$ cat src/drive_comm_cfg.svh
// Purpose: offsets, field positions and reset values of the drive comm register area
// Assumes: one 16-bit word per address, word-addressed access port
// Notes: included by the register bank
// Functional notes
// [RULE1] status word: speed arrival 6, dc braking 7, stopping 8, brake open 10, 9 unused
// [RULE2] status word: fwd command 11, rev command 12, remote run 13, remote speed 14
// [RULE3] trip word: overcurrent one 0, bus high 1, ext fault 2, block 3, bus low 4
// [RULE4] trip word: ground fault 6, motor thermal 7, overload 8
// [RULE5] trip word: selftest 10, overcurrent two 12, addon 13, phase loss 14, inv overload 15
// [RULE6] input word mirrors eight digital inputs on bits 0 to 7, rest zero
// [RULE7] output word: relays on bits 0 to 3, fault relay bit 7, 4 to 6 zero
// [RULE8] command bit 0 rising issues a stop pulse
// [RULE9] command bit 1 rising issues a forward run pulse
// [RULE10] command bit 2 rising issues a reverse run pulse
// [RULE11] command bit 3 rising issues a fault reset pulse
// [RULE12] command bit 4 rising issues an emergency stop pulse
// [RULE13] only 0-to-1 edges act; a held bit does not repeat its action
// [RULE14] writes to read-only words are ignored and leave them unchanged
`ifndef DRIVE_COMM_CFG_SVH
`define DRIVE_COMM_CFG_SVH

`define ADDR_RUN_COMMAND 16'h0006
`define ADDR_DRIVE_STATUS 16'h000e
`define ADDR_TRIP_FLAGS 16'h000f
`define ADDR_DIN_STATE 16'h0010
`define ADDR_DOUT_STATE 16'h0011
`define ADDR_VOLT_IN_A 16'h0012
`define ADDR_VOLT_IN_B 16'h0013
`define ADDR_CURRENT_IN 16'h0014
`define ADDR_SHAFT_SPEED 16'h0015
`define ADDR_DISPLAY_UNIT 16'h001a
`define ADDR_POLE_COUNT 16'h001b
`define ADDR_CUSTOM_VERSION 16'h001c

`define CMD_STOP_BIT 0
`define CMD_FWD_BIT 1
`define CMD_REV_BIT 2
`define CMD_RESET_BIT 3
`define CMD_ESTOP_BIT 4
`define CMD_WRITABLE_MASK 16'h001f
`define RUN_COMMAND_RESET 16'h0000

`define ST_SPEED_ARRIVAL 6
`define ST_DC_BRAKING 7
`define ST_STOPPING 8
`define ST_BRAKE_OPEN 10
`define ST_FWD_CMD 11
`define ST_REV_CMD 12
`define ST_REMOTE_RUN 13
`define ST_REMOTE_SPEED 14

`define TRIP_USED_MASK 16'hf5df
`define DOUT_FAULT_RELAY_BIT 7
`define DIN_WIDTH 8
`define RELAY_WIDTH 4

`endif

$ cat src/drive_comm_pkg.sv
// Purpose: types of the drive comm register area
// Assumes: nothing beyond the cfg header
// Notes: holds the state record of the bank
package drive_comm_pkg;
	typedef struct packed {
		logic [15:0] runCommand;
		logic [4:0] cmdPulse;
		logic [15:0] readData;
		logic readValid;
	} bank_state_t;
endpackage

$ cat src/drive_comm_status_command_map.sv
// Purpose: serial-link register area of a motor drive, status words and run command
// Assumes: the link front end presents one decoded word access per strobe
// Notes: read data is valid one cycle after the read strobe
`timescale 1ns/1ps
`include "drive_comm_cfg.svh"

module drive_comm_status_command_map
	import drive_comm_pkg::*;
#(
	parameter int ADDR_WIDTH = 16
) (
	input wire logic ref_clk,
	input wire logic rst_n,
	input wire logic [ADDR_WIDTH-1:0] regAddr,
	input wire logic regWrite,
	input wire logic regRead,
	input wire logic [15:0] regWriteData,
	output logic [15:0] regReadData,
	output logic regReadValid,
	input wire logic speedArrival,
	input wire logic dcBraking,
	input wire logic stopping,
	input wire logic brakeOpen,
	input wire logic fwdRunCmd,
	input wire logic revRunCmd,
	input wire logic remote_runstop_source,
	input wire logic remote_speed_ref_source,
	input wire logic [5:0] driveStateLow,
	input wire logic [15:0] tripFlags,
	input wire logic [`DIN_WIDTH-1:0] multiInputs,
	input wire logic [`RELAY_WIDTH-1:0] relayOuts,
	input wire logic fault_relay,
	input wire logic [15:0] voltage_in_a,
	input wire logic [15:0] voltage_in_b,
	input wire logic [15:0] currentIn,
	input wire logic [15:0] shaftSpeed,
	input wire logic [15:0] displayUnit,
	input wire logic [15:0] poleCount,
	input wire logic [15:0] customVersion,
	output logic stopPulse,
	output logic fwdRunPulse,
	output logic revRunPulse,
	output logic faultResetPulse,
	output logic estopPulse
);

	// the highest mapped word needs five address bits
	if (ADDR_WIDTH < 5 || ADDR_WIDTH > 16) begin : g_bad_addr_width
		$error("ADDR_WIDTH must lie between 5 and 16");
	end

	bank_state_t state;
	bank_state_t next_state;
	logic [15:0] statusWord;
	logic [15:0] dinWord;
	logic [15:0] doutWord;
	logic [15:0] newCmd;
	logic [15:0] fullAddr;

	assign fullAddr = 16'(regAddr);

	// status word assembly
	always_comb begin
		statusWord = 16'h0000;
		statusWord[5:0] = driveStateLow;
		statusWord[`ST_SPEED_ARRIVAL] = speedArrival; // RULE1
		statusWord[`ST_DC_BRAKING] = dcBraking; // RULE1
		statusWord[`ST_STOPPING] = stopping; // RULE1
		statusWord[`ST_BRAKE_OPEN] = brakeOpen; // RULE1
		statusWord[`ST_FWD_CMD] = fwdRunCmd; // RULE2
		statusWord[`ST_REV_CMD] = revRunCmd; // RULE2
		statusWord[`ST_REMOTE_RUN] = remote_runstop_source; // RULE2
		statusWord[`ST_REMOTE_SPEED] = remote_speed_ref_source; // RULE2
	end

	// terminal words
	always_comb begin
		dinWord = 16'h0000;
		dinWord[`DIN_WIDTH-1:0] = multiInputs; // RULE6
		doutWord = 16'h0000;
		doutWord[`RELAY_WIDTH-1:0] = relayOuts; // RULE7
		doutWord[`DOUT_FAULT_RELAY_BIT] = fault_relay; // RULE7
	end

	always_comb begin
		next_state = state;
		next_state.cmdPulse = 5'h00;
		next_state.readValid = 1'b0;
		newCmd = regWriteData & `CMD_WRITABLE_MASK;
		// only the command word takes writes
		if (regWrite && fullAddr == `ADDR_RUN_COMMAND) begin // RULE14
			next_state.runCommand = newCmd;
			// rising edges only
			next_state.cmdPulse = newCmd[4:0] & ~state.runCommand[4:0]; // RULE8 RULE9 RULE10 RULE11 RULE12 RULE13
		end
		if (regRead) begin
			next_state.readValid = 1'b1;
			unique case (fullAddr)
				`ADDR_RUN_COMMAND: next_state.readData = state.runCommand;
				`ADDR_DRIVE_STATUS: next_state.readData = statusWord;
				`ADDR_TRIP_FLAGS: next_state.readData = tripFlags & `TRIP_USED_MASK; // RULE3 RULE4 RULE5
				`ADDR_DIN_STATE: next_state.readData = dinWord;
				`ADDR_DOUT_STATE: next_state.readData = doutWord;
				`ADDR_VOLT_IN_A: next_state.readData = voltage_in_a;
				`ADDR_VOLT_IN_B: next_state.readData = voltage_in_b;
				`ADDR_CURRENT_IN: next_state.readData = currentIn;
				`ADDR_SHAFT_SPEED: next_state.readData = shaftSpeed;
				`ADDR_DISPLAY_UNIT: next_state.readData = displayUnit;
				`ADDR_POLE_COUNT: next_state.readData = poleCount;
				`ADDR_CUSTOM_VERSION: next_state.readData = customVersion;
				default: next_state.readData = 16'h0000;
			endcase
		end
	end

	always_ff @(posedge ref_clk) begin
		if (!rst_n) begin
			state.runCommand <= `RUN_COMMAND_RESET;
			state.cmdPulse <= 5'h00;
			state.readData <= 16'h0000;
			state.readValid <= 1'b0;
		end else begin
			state <= next_state;
		end
	end

	assign regReadData = state.readData;
	assign regReadValid = state.readValid;
	assign stopPulse = state.cmdPulse[`CMD_STOP_BIT]; // RULE8
	assign fwdRunPulse = state.cmdPulse[`CMD_FWD_BIT]; // RULE9
	assign revRunPulse = state.cmdPulse[`CMD_REV_BIT]; // RULE10
	assign faultResetPulse = state.cmdPulse[`CMD_RESET_BIT]; // RULE11
	assign estopPulse = state.cmdPulse[`CMD_ESTOP_BIT]; // RULE12

	// checks
	logic cmdWr;
	assign cmdWr = regWrite && fullAddr == `ADDR_RUN_COMMAND;

	property p_rise(int b);
		@(posedge ref_clk) disable iff (!rst_n)
		(cmdWr && regWriteData[b] && !state.runCommand[b]) |=> state.cmdPulse[b];
	endproperty

	chk_stop_on_rise: assert property (p_rise(0)) else $error("stop pulse missing"); // RULE8
	chk_fwd_on_rise: assert property (p_rise(1)) else $error("forward pulse missing"); // RULE9
	chk_rev_on_rise: assert property (p_rise(2)) else $error("reverse pulse missing"); // RULE10
	chk_reset_on_rise: assert property (p_rise(3)) else $error("reset pulse missing"); // RULE11
	chk_estop_on_rise: assert property (p_rise(4)) else $error("estop pulse missing"); // RULE12
	chk_held_no_repeat: assert property (@(posedge ref_clk) disable iff (!rst_n)
		(cmdWr && regWriteData[1] && state.runCommand[1]) |=> !fwdRunPulse)
		else $error("held forward bit repeated"); // RULE13
	chk_pulse_one_cycle: assert property (@(posedge ref_clk) disable iff (!rst_n)
		stopPulse |=> (!stopPulse || $past(cmdWr)))
		else $error("stop pulse stretched"); // RULE13
	chk_ro_unchanged: assert property (@(posedge ref_clk) disable iff (!rst_n)
		(regWrite && !cmdWr) |=> ($stable(state.runCommand) && state.cmdPulse == 5'h00))
		else $error("read-only write had effect"); // RULE14
	chk_status_bits: assert property (@(posedge ref_clk) disable iff (!rst_n)
		(regRead && fullAddr == `ADDR_DRIVE_STATUS) |=>
		(regReadData[`ST_FWD_CMD] == $past(fwdRunCmd) && regReadData[9] == 1'b0))
		else $error("status word wrong"); // RULE1 RULE2
	chk_trip_reserved: assert property (@(posedge ref_clk) disable iff (!rst_n)
		(regRead && fullAddr == `ADDR_TRIP_FLAGS) |=>
		(regReadData[5] == 1'b0 && regReadData[11] == 1'b0 && regReadData[9] == 1'b0))
		else $error("trip reserved bit set"); // RULE3 RULE5
	chk_dout_gap: assert property (@(posedge ref_clk) disable iff (!rst_n)
		(regRead && fullAddr == `ADDR_DOUT_STATE) |=>
		(regReadData[6:4] == 3'b000 && regReadData[7] == $past(fault_relay)))
		else $error("output word wrong"); // RULE7
	chk_din_mirror: assert property (@(posedge ref_clk) disable iff (!rst_n)
		(regRead && fullAddr == `ADDR_DIN_STATE) |=> regReadData == {8'h00, $past(multiInputs)})
		else $error("input word wrong"); // RULE6
	chk_status_low_bits: assert property (@(posedge ref_clk) disable iff (!rst_n)
		(regRead && fullAddr == `ADDR_DRIVE_STATUS) |=>
		(regReadData[6] == $past(speedArrival) && regReadData[7] == $past(dcBraking) &&
		regReadData[8] == $past(stopping) && regReadData[10] == $past(brakeOpen)))
		else $error("status braking bits wrong"); // RULE1
	chk_status_remote: assert property (@(posedge ref_clk) disable iff (!rst_n)
		(regRead && fullAddr == `ADDR_DRIVE_STATUS) |=>
		(regReadData[12] == $past(revRunCmd) &&
		regReadData[13] == $past(remote_runstop_source) &&
		regReadData[14] == $past(remote_speed_ref_source)))
		else $error("status command bits wrong"); // RULE2
	chk_trip_low_bits: assert property (@(posedge ref_clk) disable iff (!rst_n)
		(regRead && fullAddr == `ADDR_TRIP_FLAGS) |=>
		regReadData[4:0] == $past(tripFlags[4:0]))
		else $error("trip low bits wrong"); // RULE3
	chk_trip_mid_bits: assert property (@(posedge ref_clk) disable iff (!rst_n)
		(regRead && fullAddr == `ADDR_TRIP_FLAGS) |=>
		regReadData[8:6] == $past(tripFlags[8:6]))
		else $error("trip middle bits wrong"); // RULE4
	chk_trip_high_bits: assert property (@(posedge ref_clk) disable iff (!rst_n)
		(regRead && fullAddr == `ADDR_TRIP_FLAGS) |=>
		(regReadData[10] == $past(tripFlags[10]) &&
		regReadData[15:12] == $past(tripFlags[15:12])))
		else $error("trip high bits wrong"); // RULE5
	chk_relay_mirror: assert property (@(posedge ref_clk) disable iff (!rst_n)
		(regRead && fullAddr == `ADDR_DOUT_STATE) |=>
		(regReadData[3:0] == $past(relayOuts) && regReadData[15:8] == 8'h00))
		else $error("relay bits wrong"); // RULE7
	chk_no_write_quiet: assert property (@(posedge ref_clk) disable iff (!rst_n)
		!cmdWr |=> state.cmdPulse == 5'h00)
		else $error("pulse without command write"); // RULE13
	chk_read_answer: assert property (@(posedge ref_clk) disable iff (!rst_n)
		regRead |=> regReadValid)
		else $error("read valid missing");
	chk_read_quiet: assert property (@(posedge ref_clk) disable iff (!rst_n)
		!regRead |=> !regReadValid)
		else $error("read valid without read");

	cov_fwd_start: cover property (@(posedge ref_clk) disable iff (!rst_n) fwdRunPulse);
	cov_fault_reset: cover property (@(posedge ref_clk) disable iff (!rst_n) faultResetPulse);
	cov_estop: cover property (@(posedge ref_clk) disable iff (!rst_n) estopPulse);
	cov_read_trip: cover property (@(posedge ref_clk) disable iff (!rst_n)
		regRead && fullAddr == `ADDR_TRIP_FLAGS);

endmodule // drive_comm_status_command_map

$ cat config.mk
export PLATFORM = sky130hd
export DESIGN_NAME = drive_comm_status_command_map
export DESIGN_NICKNAME = d
export VERILOG_FILES = /design/src/drive_comm_pkg.sv /design/src/drive_comm_status_command_map.sv
export VERILOG_INCLUDE_DIRS = /design/src
export SDC_FILE = /design/constraint.sdc
export NUM_CORES = 1
export LEC_CHECK = 0
export BUFFER_PORTS_ARGS = -buffer_cell sky130_fd_sc_hd__buf_2
export CORE_UTILIZATION = 39
export CTS_CLUSTER_DIAMETER = 40
export DETAILED_ROUTE_END_ITERATION = 6
export PLACE_DENSITY_LB_ADDON = 0.3
export SYNTH_ARGS = -nofsm -noshare
export SYNTH_HDL_FRONTEND = slang
export SYNTH_SLANG_ARGS = --single-unit
$ cat constraint.sdc
create_clock -name ref_clk -period 2.3 [get_ports ref_clk]
set_input_delay 0.23 -clock ref_clk [delete_from_list [all_inputs] [get_ports ref_clk]]
set_output_delay 0.23 -clock ref_clk [all_outputs]
set_load 0.005 [all_outputs]
==> results.md, run 1 <==
| Quantity | Reported | Unit |
|---|---|---|
| Result of the run | complete, no violations | - |
| Final setup slack of the worst path | 253.8 | ps |
| Power density normalized to cell area | 281.9 | nW/um2 |
| Main combinational cell family by area after synthesis | simple AND/OR/NAND/NOR gates | - |
| CP Data Arrival Time | 2270 | ps |
| Detailed-placement wirelength estimate | 8964 | um |
| Number of synthesized flops with an enable pin | 0 | - |
| Post-synth top flop | dfxtp_1 | - |
| Port Buf Inserts | 198 | - |
| Total CTS buffers | 3 | - |
| XOR/XNOR Fraction of Synth Area | 0 | - |
| Final WL | 10910 | um |
| Die extent in y | 82.64 | um |
| Post-placement setup slack | -20.85 | ps |
| Standard-cell row count | 29 | - |
| Combinational group share of total power | 0.297 | - |
| Slack of the worst reg-to-reg path | 1000 | ps |
| Maxcap violations | 0 | - |
| Net switching power | 301.0 | uW |
| Final Slew Violations | 0 | - |
| Via count of the first global-routing pass | 3032 | - |
| Yosys synthesis warning count | 0 | - |
| Switching Share | 0.2837 | - |
| Total global-route track usage | 0.3097 | - |
| GRT Residual Overflow | 0 | - |
| DR vias | 3481 | - |
| Number of detailed-route iterations in the first pass | 6 | - |
| Clock latency on the worst-skew pair | 280 | ps |
| Synth top area share | 0.2131 | - |
| Width of the die | 82.64 | um |
| Hold violation count in the final report | 0 | - |
| Average cell area after synthesis | 8.511 | um2 |
| Count of mapped cells out of synthesis | 298 | - |
| Design Power | 1.061 | mW |
| CTS clock-pin slew for the worst setup and hold paths | 100 | ps |
| Crit path launch type | input port | - |
| IO Pins | 213 | - |
| Distinct cell type count of the synthesized netlist | 59 | - |
| Worst-path fanout max | 7 | - |
| Worst-margin pin slew | 1038 | ps |
| Final ANT Viol Nets | 0 | - |
| Hold WC Path Type | input port to flip-flop | - |
| CTS hold repair buffers | 0 | - |
| Sequential share of the synthesized area | 0.2131 | - |
| Iteration-0 DRC count of the detailed router | 278 | - |
| Area delta synth->final | 48.40 | % |
| Fraction of the mapped netlist area in simple logic gates | 0.3049 | - |
| Largest clock skew in the final design | 4.593 | ps |
| Initial core utilization | 0.4017 | - |
| Cell at the root of the clock tree | clkbuf_8 | - |
| Nature of the critical path endpoint | flip-flop | - |
| Fraction of synthesized area in multiplexers | 0.08535 | - |
| Peak ir drop on the vdd network | 210.6 | uV |
| Number of synthesized register bits | 27 | - |
| Internal cell power | 760.1 | uW |
| Number of antenna violations at the first check in global routing | 0 | - |
| Largest cells by area after synthesis | dfxtp_1 (21%), a22o_1 (6.6%), mux2i_1 (6.3%), buf_4 (5.9%), a222oi_1 (5.5%) | - |
| Remaining routing DRC violations | 0 | - |
| Final weighted congestion in routability-driven placement | 0.9394 | - |
| Async SR Flop Fraction | 0 | - |
| Total area of multi-input combinational cells | 1742 | um2 |
| Library cell with the largest summed area after synthesis | dfxtp_1 | - |
| Register area | 540.5 | um2 |
| Leakage | 1.780 | nW |
| Most common cell after layout, fill and taps aside | buf_2 | - |
| Setup repair after global routing missed its margin | no | - |
| Mean number of vias per cell | 6.002 | - |
| Adder-cell area share of the yosys netlist | 0 | - |
| Largest buffer count on any clock path | 2 | - |
| Category of the most critical setup path | input port to flip-flop | - |
| Count of fill cells added during filler insertion | 610 | - |
| Wirelength per Cell | 18.81 | um |
| # resized after CTS | 0 | - |
| Period minus WS final | 2046 | ps |
| Placeable core area | 6314 | um2 |
| Number of buffers inserted to repair setup after CTS | 0 | - |
| TritonCTS clock tree | built | - |
| Top achievable clock speed | 488.7 | MHz |
| Syn Nets | 489 | - |
| Die Area | 6829 | um2 |
| Mapped Area | 2536 | um2 |
| Post-route fraction of the period consumed by the critical path | 0.8897 | - |
| Fraction of layout cells with a size suffix above 1 | 0.5249 | - |
| Count of H-tree levels built during CTS | 1 | - |
| Post-synthesis compound-gate area fraction | 0.2965 | - |
| Worst-case headroom to the max-slew limit | 0.3066 | - |
| Data required time at the worst endpoint | 2520 | ps |
| Clock network fraction of total power | 0.260 | - |
| Antenna diode count | 0 | - |
| CTS sink count | 27 | - |
| Most used cells in the layout excluding fill and tap cells | buf_2 (198), buf_4 (40), dfxtp_1 (27), nand2_1 (26), a22o_1 (19) | - |
| Core utilization of the finished layout | 0.5961 | - |
| Final setup vio count | 0 | - |
| Final nets | 695 | - |
| Pin count of the biggest net entering global routing | 21 | - |
| Sequential share of power | 0.442 | - |
| Global-route wire length before repair | 15620 | um |
## cell type report
type | instances | area share
timing repair buffer | 240 | 0.3537
clock inverter | 1 | 0.001330
clock buffer | 3 | 0.01097
tap | 77 | 0.02560
sequential | 27 | 0.1436
multi-input combinational | 230 | 0.4628
inverter | 2 | 0.001995
## routing by layer
metal	up-vias	routed length [um]	track usage
met5	-	0	0
li1	1619	-	-
met1	1612	4485	0.4299
met3	16	1106	0.04505
met2	234	5162	0.4967
met4	0	157	0.08103
## worst max-delay path, stage by stage
cell,delay (ps)
buf_2,100
or4_4,620
buf_4,190
nor3_2,220
and2_1,390
a22o_1,180
a2111oi_0,60
buf_4,150
o21ai_1,100
## Yosys cell counts (3+ instances only)
master	number
nand4b_1	4
dfxtp_1	27
o2111ai_1	4
a21oi_1	8
or4_1	3
nand4_1	5
nor2_1	8
a31oi_1	3
buf_4	20
nor3_2	4
a22oi_1	9
nor2b_1	5
a221oi_1	5
mux2i_1	16
a32oi_1	6
nand2_1	26
mux2_2	5
a21boi_0	5
clkbuf_1	7
nor4_1	9
a22o_1	19
nor3b_1	6
nor3_1	7
nand2b_1	3
a222oi_1	14
nor4_2	3
nor4_4	4
or3_1	4
buf_2	7
nand3_1	12
## sequential cells by signal, summed over array words and instances (netlist names)
| register | cells |
|---|---|
| faultResetPulse | 1 |
| estopPulse | 1 |
| fwdRunPulse | 1 |
| regReadData | 16 |
| regReadValid | 1 |
| revRunPulse | 1 |
| stopPulse | 1 |
| state | 5 |
## kinds of logic after synthesis
| logic type | count (synthesis) |
|---|---|
| flops | 27 |
| compound gates | 92 |
| mux | 21 |
| simple gates | 117 |
| buf+inv | 41 |
## per-stage QoR
| step | setup TNS (ps) | area [um2] | hold WS, ps | instances |
|---|---|---|---|---|
| floorplan | 0 | 2536 | 386.8 | 298 |
| global placement | 0 | 3717 | 435.3 | 576 |
| detailed placement | -20.85 | 3717 | 438.5 | 576 |
| CTS | 0 | 3764 | 222.0 | 580 |
| global route | 0 | 3764 | 230.4 | 580 |
| finish | 0 | 3764 | 220.2 | 580 |
## final timing paths
path | startpoint | end | depth (start not counted)
max reg2reg | state[24]$_SDFFE_PN0N_ | regReadData[2]$_SDFFE_PN0P_ | 4
min reg2reg | regReadData[12]$_SDFFE_PN0P_ | regReadData[12]$_SDFFE_PN0P_ | 2
max | regAddr[13] | regReadData[12]$_SDFFE_PN0P_ | 9
min | regWriteData[3] | state[25]$_SDFFE_PN0N_ | 3
## power by group through the flow
stage	combinational (mW)	clock (mW)	sequential [mW]
after global placement	0.308	0	0.481
final	0.315	0.276	0.470
after detailed placement	0.311	0	0.480
after global routing	0.343	0.292	0.470
after floorplan	0.111	0	0.480
after CTS	0.312	0.276	0.470
Note: power is estimated with default switching activity, not from simulation.
==> run 2: changes to the inputs <==
Settings changed: BUFFER_PORTS_ARGS -buffer_cell sky130_fd_sc_hd__buf_2 to -buffer_cell sky130_fd_sc_hd__clkbuf_2.
==> run 2 against run 1 <==
Against the previous run:
- critical path depth down 1
- sequential power about the same
- die area is the same
- final area grew 0.73%
- count of clock-buffer cells in the layout stayed put
- total power is 0.65% higher
- register-to-register slack is essentially flat
- core utilization rose by 0.44 points
- global-route usage up 0.35 points
- via count increased by 1.7%
- clock skew grew 3.7 ps
- worst hold slack got worse by 14 ps
- largest cell class unchanged
- highest routed layer unchanged
==> results.md, run 2 (synthesis gave the netlist of run 1 again) <==
| Quantity | Reported | Unit | Change |
|---|---|---|---|
| Period minus WS final | 2055 | ps | +9.187 ps |
| Fraction of layout cells with a size suffix above 1 | 0.5267 | - | +0.001882 |
| Power density normalized to cell area | 281.7 | nW/um2 | about the same |
| Detailed-placement wirelength estimate | 9094 | um | +1.4% |
| Total CTS buffers | 3 | - | unchanged |
| Layout Cell Area excl Fill | 3791 | um2 | +0.73% |
| # resized after CTS | 0 | - | unchanged |
| Final weighted congestion in routability-driven placement | 0.9768 | - | +4.0% |
| Largest incremental delay on the critical path | 600 | ps | -20 ps |
| CTS sink count | 27 | - | unchanged |
| Crit path launch type | input port | - |  |
| Worst-margin pin slew | 1017 | ps | -21.26 ps |
| Total global-route track usage | 0.3132 | - | +0.003477 |
| Maxcap violations | 0 | - | unchanged |
| Worst Setup EP | regReadData[9]$_SDFFE_PN0P_ | - |  |
| Peak ir drop on the vdd network | 270.5 | uV | +28% |
| R2R Path Start | state[24]$_SDFFE_PN0N_ | - |  |
| CTS clock-pin slew for the worst setup and hold paths | 90 | ps | about the same |
| Sequence of cells on the critical path | clkbuf_2 > or4_4 > buf_4 > nor3_2 > and2_1 > a32oi_1 > o211ai_1 > o221a_1 | - |  |
| Number of buffer and inverter instances along the worst setup path | 2 | - | -1 |
| Placeable core area | 6314 | um2 | unchanged |
| Port Buf Inserts | 198 | - | unchanged |
| Most common cell after layout, fill and taps aside | clkbuf_2 | - |  |
| Data required time at the worst endpoint | 2520 | ps | about the same |
| Max FFs per register | 16 | - | unchanged |
| Remaining routing DRC violations | 0 | - | unchanged |
| Reg-to-reg endpoint | regReadData[2]$_SDFFE_PN0P_ | - |  |
| Leakage | 1.809 | nW | +1.7% |
| Register area | 540.5 | um2 | unchanged |
| TritonCTS clock tree | built | - |  |
| Post-placement cell area | 3745 | um2 | +0.74% |
| DR vias | 3541 | - | +1.7% |
| Family with the most delay on the worst path | simple AND/OR/NAND/NOR gates | - |  |
| Final WL | 11040 | um | +1.2% |
| Antenna diode count | 0 | - | unchanged |
| Setup tns final | 0 | ps | unchanged |
| Post-route fraction of the period consumed by the critical path | 0.8937 | - | +0.003994 |
| Final nets | 697 | - | +0.29% |
| Final setup vio count | 0 | - | unchanged |
| Number of buffers inserted to repair setup after CTS | 0 | - | unchanged |
| Count of H-tree levels built during CTS | 1 | - | unchanged |
| Hold WC Path Type | input port to flip-flop | - |  |
| CP Data Arrival Time | 2280 | ps | about the same |
| Wirelength per Cell | 18.97 | um | +0.83% |
| Hold violation count in the final report | 0 | - | unchanged |
| Die Area | 6829 | um2 | unchanged |
| Clock latency on the worst-skew pair | 280 | ps | about the same |
| Number of detailed-route iterations in the first pass | 6 | - | unchanged |
| Initial core utilization | 0.4017 | - | unchanged |
| Cell at the root of the clock tree | clkbuf_8 | - |  |
| Largest buffer count on any clock path | 2 | - | unchanged |
| Nature of the critical path endpoint | flip-flop | - |  |
| Most used cells in the layout excluding fill and tap cells | clkbuf_2 (198), buf_4 (41), dfxtp_1 (27), nand2_1 (26), a22o_1 (19) | - |  |
| Top achievable clock speed | 486.5 | MHz | -0.45% |
| Die extent in y | 82.64 | um | unchanged |
| Worst-path fanout max | 6 | - | -1 |
| Result of the run | complete, no violations | - |  |
| Slowest cell on the critical path | or4_4 | - |  |
| Mean number of vias per cell | 6.084 | - | +1.4% |
| Largest clock skew in the final design | 8.266 | ps | +3.674 ps |
| Iteration-0 DRC count of the detailed router | 405 | - | +46% |
| IO Pins | 213 | - | unchanged |
| Final Slew Violations | 0 | - | unchanged |
| Launching instance or port of the critical path | regAddr[9] | - |  |
| Area delta synth->final | 49.48 | % |  |
| GRT Residual Overflow | 0 | - | unchanged |
| CTS hold repair buffers | 0 | - | unchanged |
| Via count of the first global-routing pass | 3003 | - | -0.96% |
| Category of the most critical setup path | input port to flip-flop | - |  |
| Total area of multi-input combinational cells | 1742 | um2 | unchanged |
| Final ANT Viol Nets | 0 | - | unchanged |
| Count of fill cells added during filler insertion | 602 | - | -1.3% |
| Number of cells traversed by the worst register-to-register path | 4 | - | unchanged |
| Global-route wire length before repair | 15810 | um | +1.2% |
| Setup repair after global routing missed its margin | no | - |  |
| Number of antenna violations at the first check in global routing | 0 | - | unchanged |
| Worst-case headroom to the max-slew limit | 0.3208 | - | +0.01420 |
| Pin count of the biggest net entering global routing | 19 | - | -9.5% |
| Critical Path Stages | 8 | - | -1 |
| Width of the die | 82.64 | um | unchanged |
| Standard-cell row count | 29 | - | unchanged |
| Slack of the worst reg-to-reg path | 1010 | ps | about the same |
==> run 2: area by class of cell <==
cell class | count | area share
Tap cell | 77 | 0.02541
Inverter | 2 | 0.001980
Timing Repair Buffer | 242 | 0.3584
Sequential cell | 27 | 0.1426
Multi-Input combinational cell | 230 | 0.4594
Clock buffer | 3 | 0.01089
Clock inverter | 1 | 0.001320
==> run 2: through the flow <==
| step | instances | util | power (mW) | hold WS, ps | setup slack [ps] |
|---|---|---|---|---|---|
| 3_3_place_gp | 578 | 0.5931 | 0.7912 | 435.4 | 55.13 |
| 2_1_floorplan | 298 | - | 0.5911 | 386.8 | 359.1 |
| 5_1_grt | 582 | 0.6005 | 1.114 | 211.5 | 200.0 |
| 4_1_cts | 582 | 0.6005 | 1.066 | 204.8 | 315.7 |
| 6_report | 582 | 0.6005 | 1.068 | 205.7 | 244.6 |
| 3_5_place_dp | 578 | 0.5931 | 0.7946 | 439.8 | 21.50 |
==> run 2: metal layers <==
layer  vias up  routed length (um)  GRT usage  part of all wire
li1       1621                   -          -                 -
met1      1615                4490     0.4538              0.41
met2       274                5100     0.4852              0.46
met3        31                1188    0.02418              0.11
met4         0                 261    0.09310             0.024
met5         -                   0    0.03333                 0
==> run 2: worst min path at each step <==
stage                                        to  slack (ps)                         from  cells past startpoint
finish                     stopPulse$_SDFF_PN0_         210              regWriteData[0]                      2
global route               stopPulse$_SDFF_PN0_         210              regWriteData[0]                      2
CTS                        stopPulse$_SDFF_PN0_         200              regWriteData[0]                      2
detailed placement        estopPulse$_SDFF_PN0_         440       state[26]$_SDFFE_PN0N_                      1
global placement    regReadData[4]$_SDFFE_PN0P_         440  regReadData[4]$_SDFFE_PN0P_                      1
floorplan               regReadValid$_SDFF_PN0_         390                      regRead                      1
==> run 2: power breakdown <==
group	switching [mW]	internal [mW]
sequential	0.000799	0.469
combinational	0.148	0.172
clock	0.156	0.122
total	0.305	0.763
==> run 3: changes to the inputs <==
Settings changed: CORE_MARGIN set to 2.
==> run 3 against run 2 <==
Against the previous run:
- final cell count is 0.69% lower
- total power is 0.82% higher
- combinational power is 2% lower
- first-iteration DRC count is 28% lower
- core utilization is 0.87 points lower
- sequential share of layout area is 0.21 points higher
- worst hold slack worse by 17 ps
- final area is 1.5% lower
- critical endpoint unchanged
- largest power group unchanged
==> results.md, run 3 (synthesis gave the netlist of run 1 again) <==
| Quantity | Reported | Unit | Change |
|---|---|---|---|
| CP Data Arrival Time | 2230 | ps | -50 ps |
| IO Pins | 213 | - | unchanged |
| Crit path launch type | input port | - |  |
| Placeable core area | 6314 | um2 | unchanged |
| Nature of the critical path endpoint | flip-flop | - |  |
| Most used cells in the layout excluding fill and tap cells | clkbuf_2 (198), buf_4 (39), dfxtp_1 (27), nand2_1 (26), a22o_1 (19) | - |  |
| Launching instance or port of the critical path | regAddr[9] | - |  |
| Fraction of layout cells with a size suffix above 1 | 0.5230 | - | -0.003779 |
| Area delta synth->final | 47.31 | % |  |
| Non-filler instance count after layout | 578 | - | -0.69% |
| Largest buffer count on any clock path | 2 | - | unchanged |
| Via count of the first global-routing pass | 3165 | - | +5.4% |
| Hold violation count in the final report | 0 | - | unchanged |
| TritonCTS clock tree | built | - |  |
| R2R Path Start | state[24]$_SDFFE_PN0N_ | - |  |
| Top achievable clock speed | 500.5 | MHz | +2.9% |
| Slack of the worst reg-to-reg path | 1010 | ps | about the same |
| Result of the run | complete, no violations | - |  |
| GRT Residual Overflow | 0 | - | unchanged |
| Peak ir drop on the vdd network | 208.4 | uV | -23% |
| Die Area | 7164 | um2 | +4.9% |
| Wirelength per Cell | 19.33 | um | +1.9% |
| Setup tns final | 0 | ps | unchanged |
| Worst-path fanout max | 7 | - | +1 |
| Worst min-delay path startpoint | regWriteData[3] | - |  |
| Worst-case headroom to the max-slew limit | 0.2684 | - | -0.05237 |
| Leakage | 1.781 | nW | -1.5% |
| Most common cell after layout, fill and taps aside | clkbuf_2 | - |  |
| Initial core utilization | 0.4017 | - | unchanged |
| Data required time at the worst endpoint | 2540 | ps | +20 ps |
| Cell at the root of the clock tree | clkbuf_8 | - |  |
| Standard-cell row count | 29 | - | unchanged |
| Period minus WS final | 1998 | ps | -57.53 ps |
| CTS clock-pin slew for the worst setup and hold paths | 100 | ps | about the same |
| Total global-route track usage | 0.2996 | - | -0.01365 |
| Die extent in y | 84.64 | um | +2.4% |
| Clock latency on the worst-skew pair | 280 | ps | about the same |
| Pin count of the biggest net entering global routing | 16 | - | -3 |
| CTS sink count | 27 | - | unchanged |
| Final weighted congestion in routability-driven placement | 0.9551 | - | -2.2% |
| Count of H-tree levels built during CTS | 1 | - | unchanged |
| Power density normalized to cell area | 288.2 | nW/um2 | +2.3% |
| Iteration-0 DRC count of the detailed router | 292 | - | -28% |
| Number of antenna violations at the first check in global routing | 0 | - | unchanged |
| Final ANT Viol Nets | 0 | - | unchanged |
| Mean number of vias per cell | 6.003 | - | -1.3% |
| Port Buf Inserts | 198 | - | unchanged |
| CTS hold repair buffers | 0 | - | unchanged |
| Global-route wire length before repair | 16990 | um | +7.5% |
| Hold WC Path Type | input port to flip-flop | - |  |
| Final nets | 693 | - | -0.57% |
| Category of the most critical setup path | input port to flip-flop | - |  |
| Max FFs per register | 16 | - | unchanged |
| Largest clock skew in the final design | 2.537 | ps | -5.729 ps |
| Layout Cell Area excl Fill | 3736 | um2 | -1.5% |
| Number of detailed-route iterations in the first pass | 5 | - | -1 |
| Total CTS buffers | 3 | - | unchanged |
| Final setup vio count | 0 | - | unchanged |
| Number of buffers inserted to repair setup after CTS | 0 | - | unchanged |
| Number of placed instances with taps included | 574 | - | -0.69% |
| Antenna diode count | 0 | - | unchanged |
| Post-placement cell area | 3690 | um2 | -1.5% |
| Design Power | 1.077 | mW | +0.82% |
| Worst-margin pin slew | 1095 | ps | +78.40 ps |
| DR vias | 3470 | - | -2.0% |
| Final WL | 11170 | um | +1.2% |
| Worst Hold Depth | 3 | - | +1 |
| Setup repair after global routing missed its margin | no | - |  |
| Width of the die | 84.64 | um | +2.4% |
| Final Slew Violations | 0 | - | unchanged |
| Detailed-placement wirelength estimate | 9235 | um | +1.6% |
| # resized after CTS | 0 | - | unchanged |
| Number of cells traversed by the worst register-to-register path | 4 | - | unchanged |
| Maxcap violations | 0 | - | unchanged |
| Post-route fraction of the period consumed by the critical path | 0.8686 | - | -0.02501 |
| Remaining routing DRC violations | 0 | - | unchanged |
| Smallest hold slack | 189.0 | ps | -16.70 ps |
## run 3: cell count changes in the layout (fill, tap and decap cells not counted), sizes merged
cell	change
buf	-4
## run 3: final cells by class
class,count,area (um2)
multi-input combinational,230,1742
inverter,2,7.507
clock buffer,3,41.29
clock inverter,1,5.005
sequential,27,540.5
tap,77,96.34
timing repair buffer,238,1304
fill,612,2577
## run 3: worst paths after layout
path,endpoint
worst min-delay path,state[25]$_SDFFE_PN0N_
worst max-delay path,regReadData[9]$_SDFFE_PN0P_
worst max register to register,regReadData[2]$_SDFFE_PN0P_
worst min register to register,estopPulse$_SDFF_PN0_
## run 3: power breakdown
group	total [mW]	internal (mW)	leakage (nW)	switching (mW)
clock network	0.292	0.122	0.0255	0.170
logic	0.315	0.168	1.54	0.147
registers	0.470	0.469	0.218	0.000808
total	1.08	0.759	1.78	0.318
## run 3: layer usage
layer  share of wire  GRT usage  wire [um]
met4           0.019    0.08369        213
met5               0          0          0
met3           0.096    0.03638       1068
met2            0.47     0.4903       5220
met1            0.42     0.4152       4670
## run 3: metrics by stage
step / utilization / setup WS [ps]
after global placement: 0.5844 / 51.32
after global routing: 0.5918 / 225.1
final: 0.5918 / 302.1
after CTS: 0.5918 / 312.9
after detailed placement: 0.5844 / 14.46
after floorplan: - / 359.1
## run 3: critical path, cell delays in order
cell	delay [ps]
clkbuf_2	90
or4_4	620
or3_1	460
nor3_1	300
a32oi_1	200
o211ai_1	130
o221a_1	210
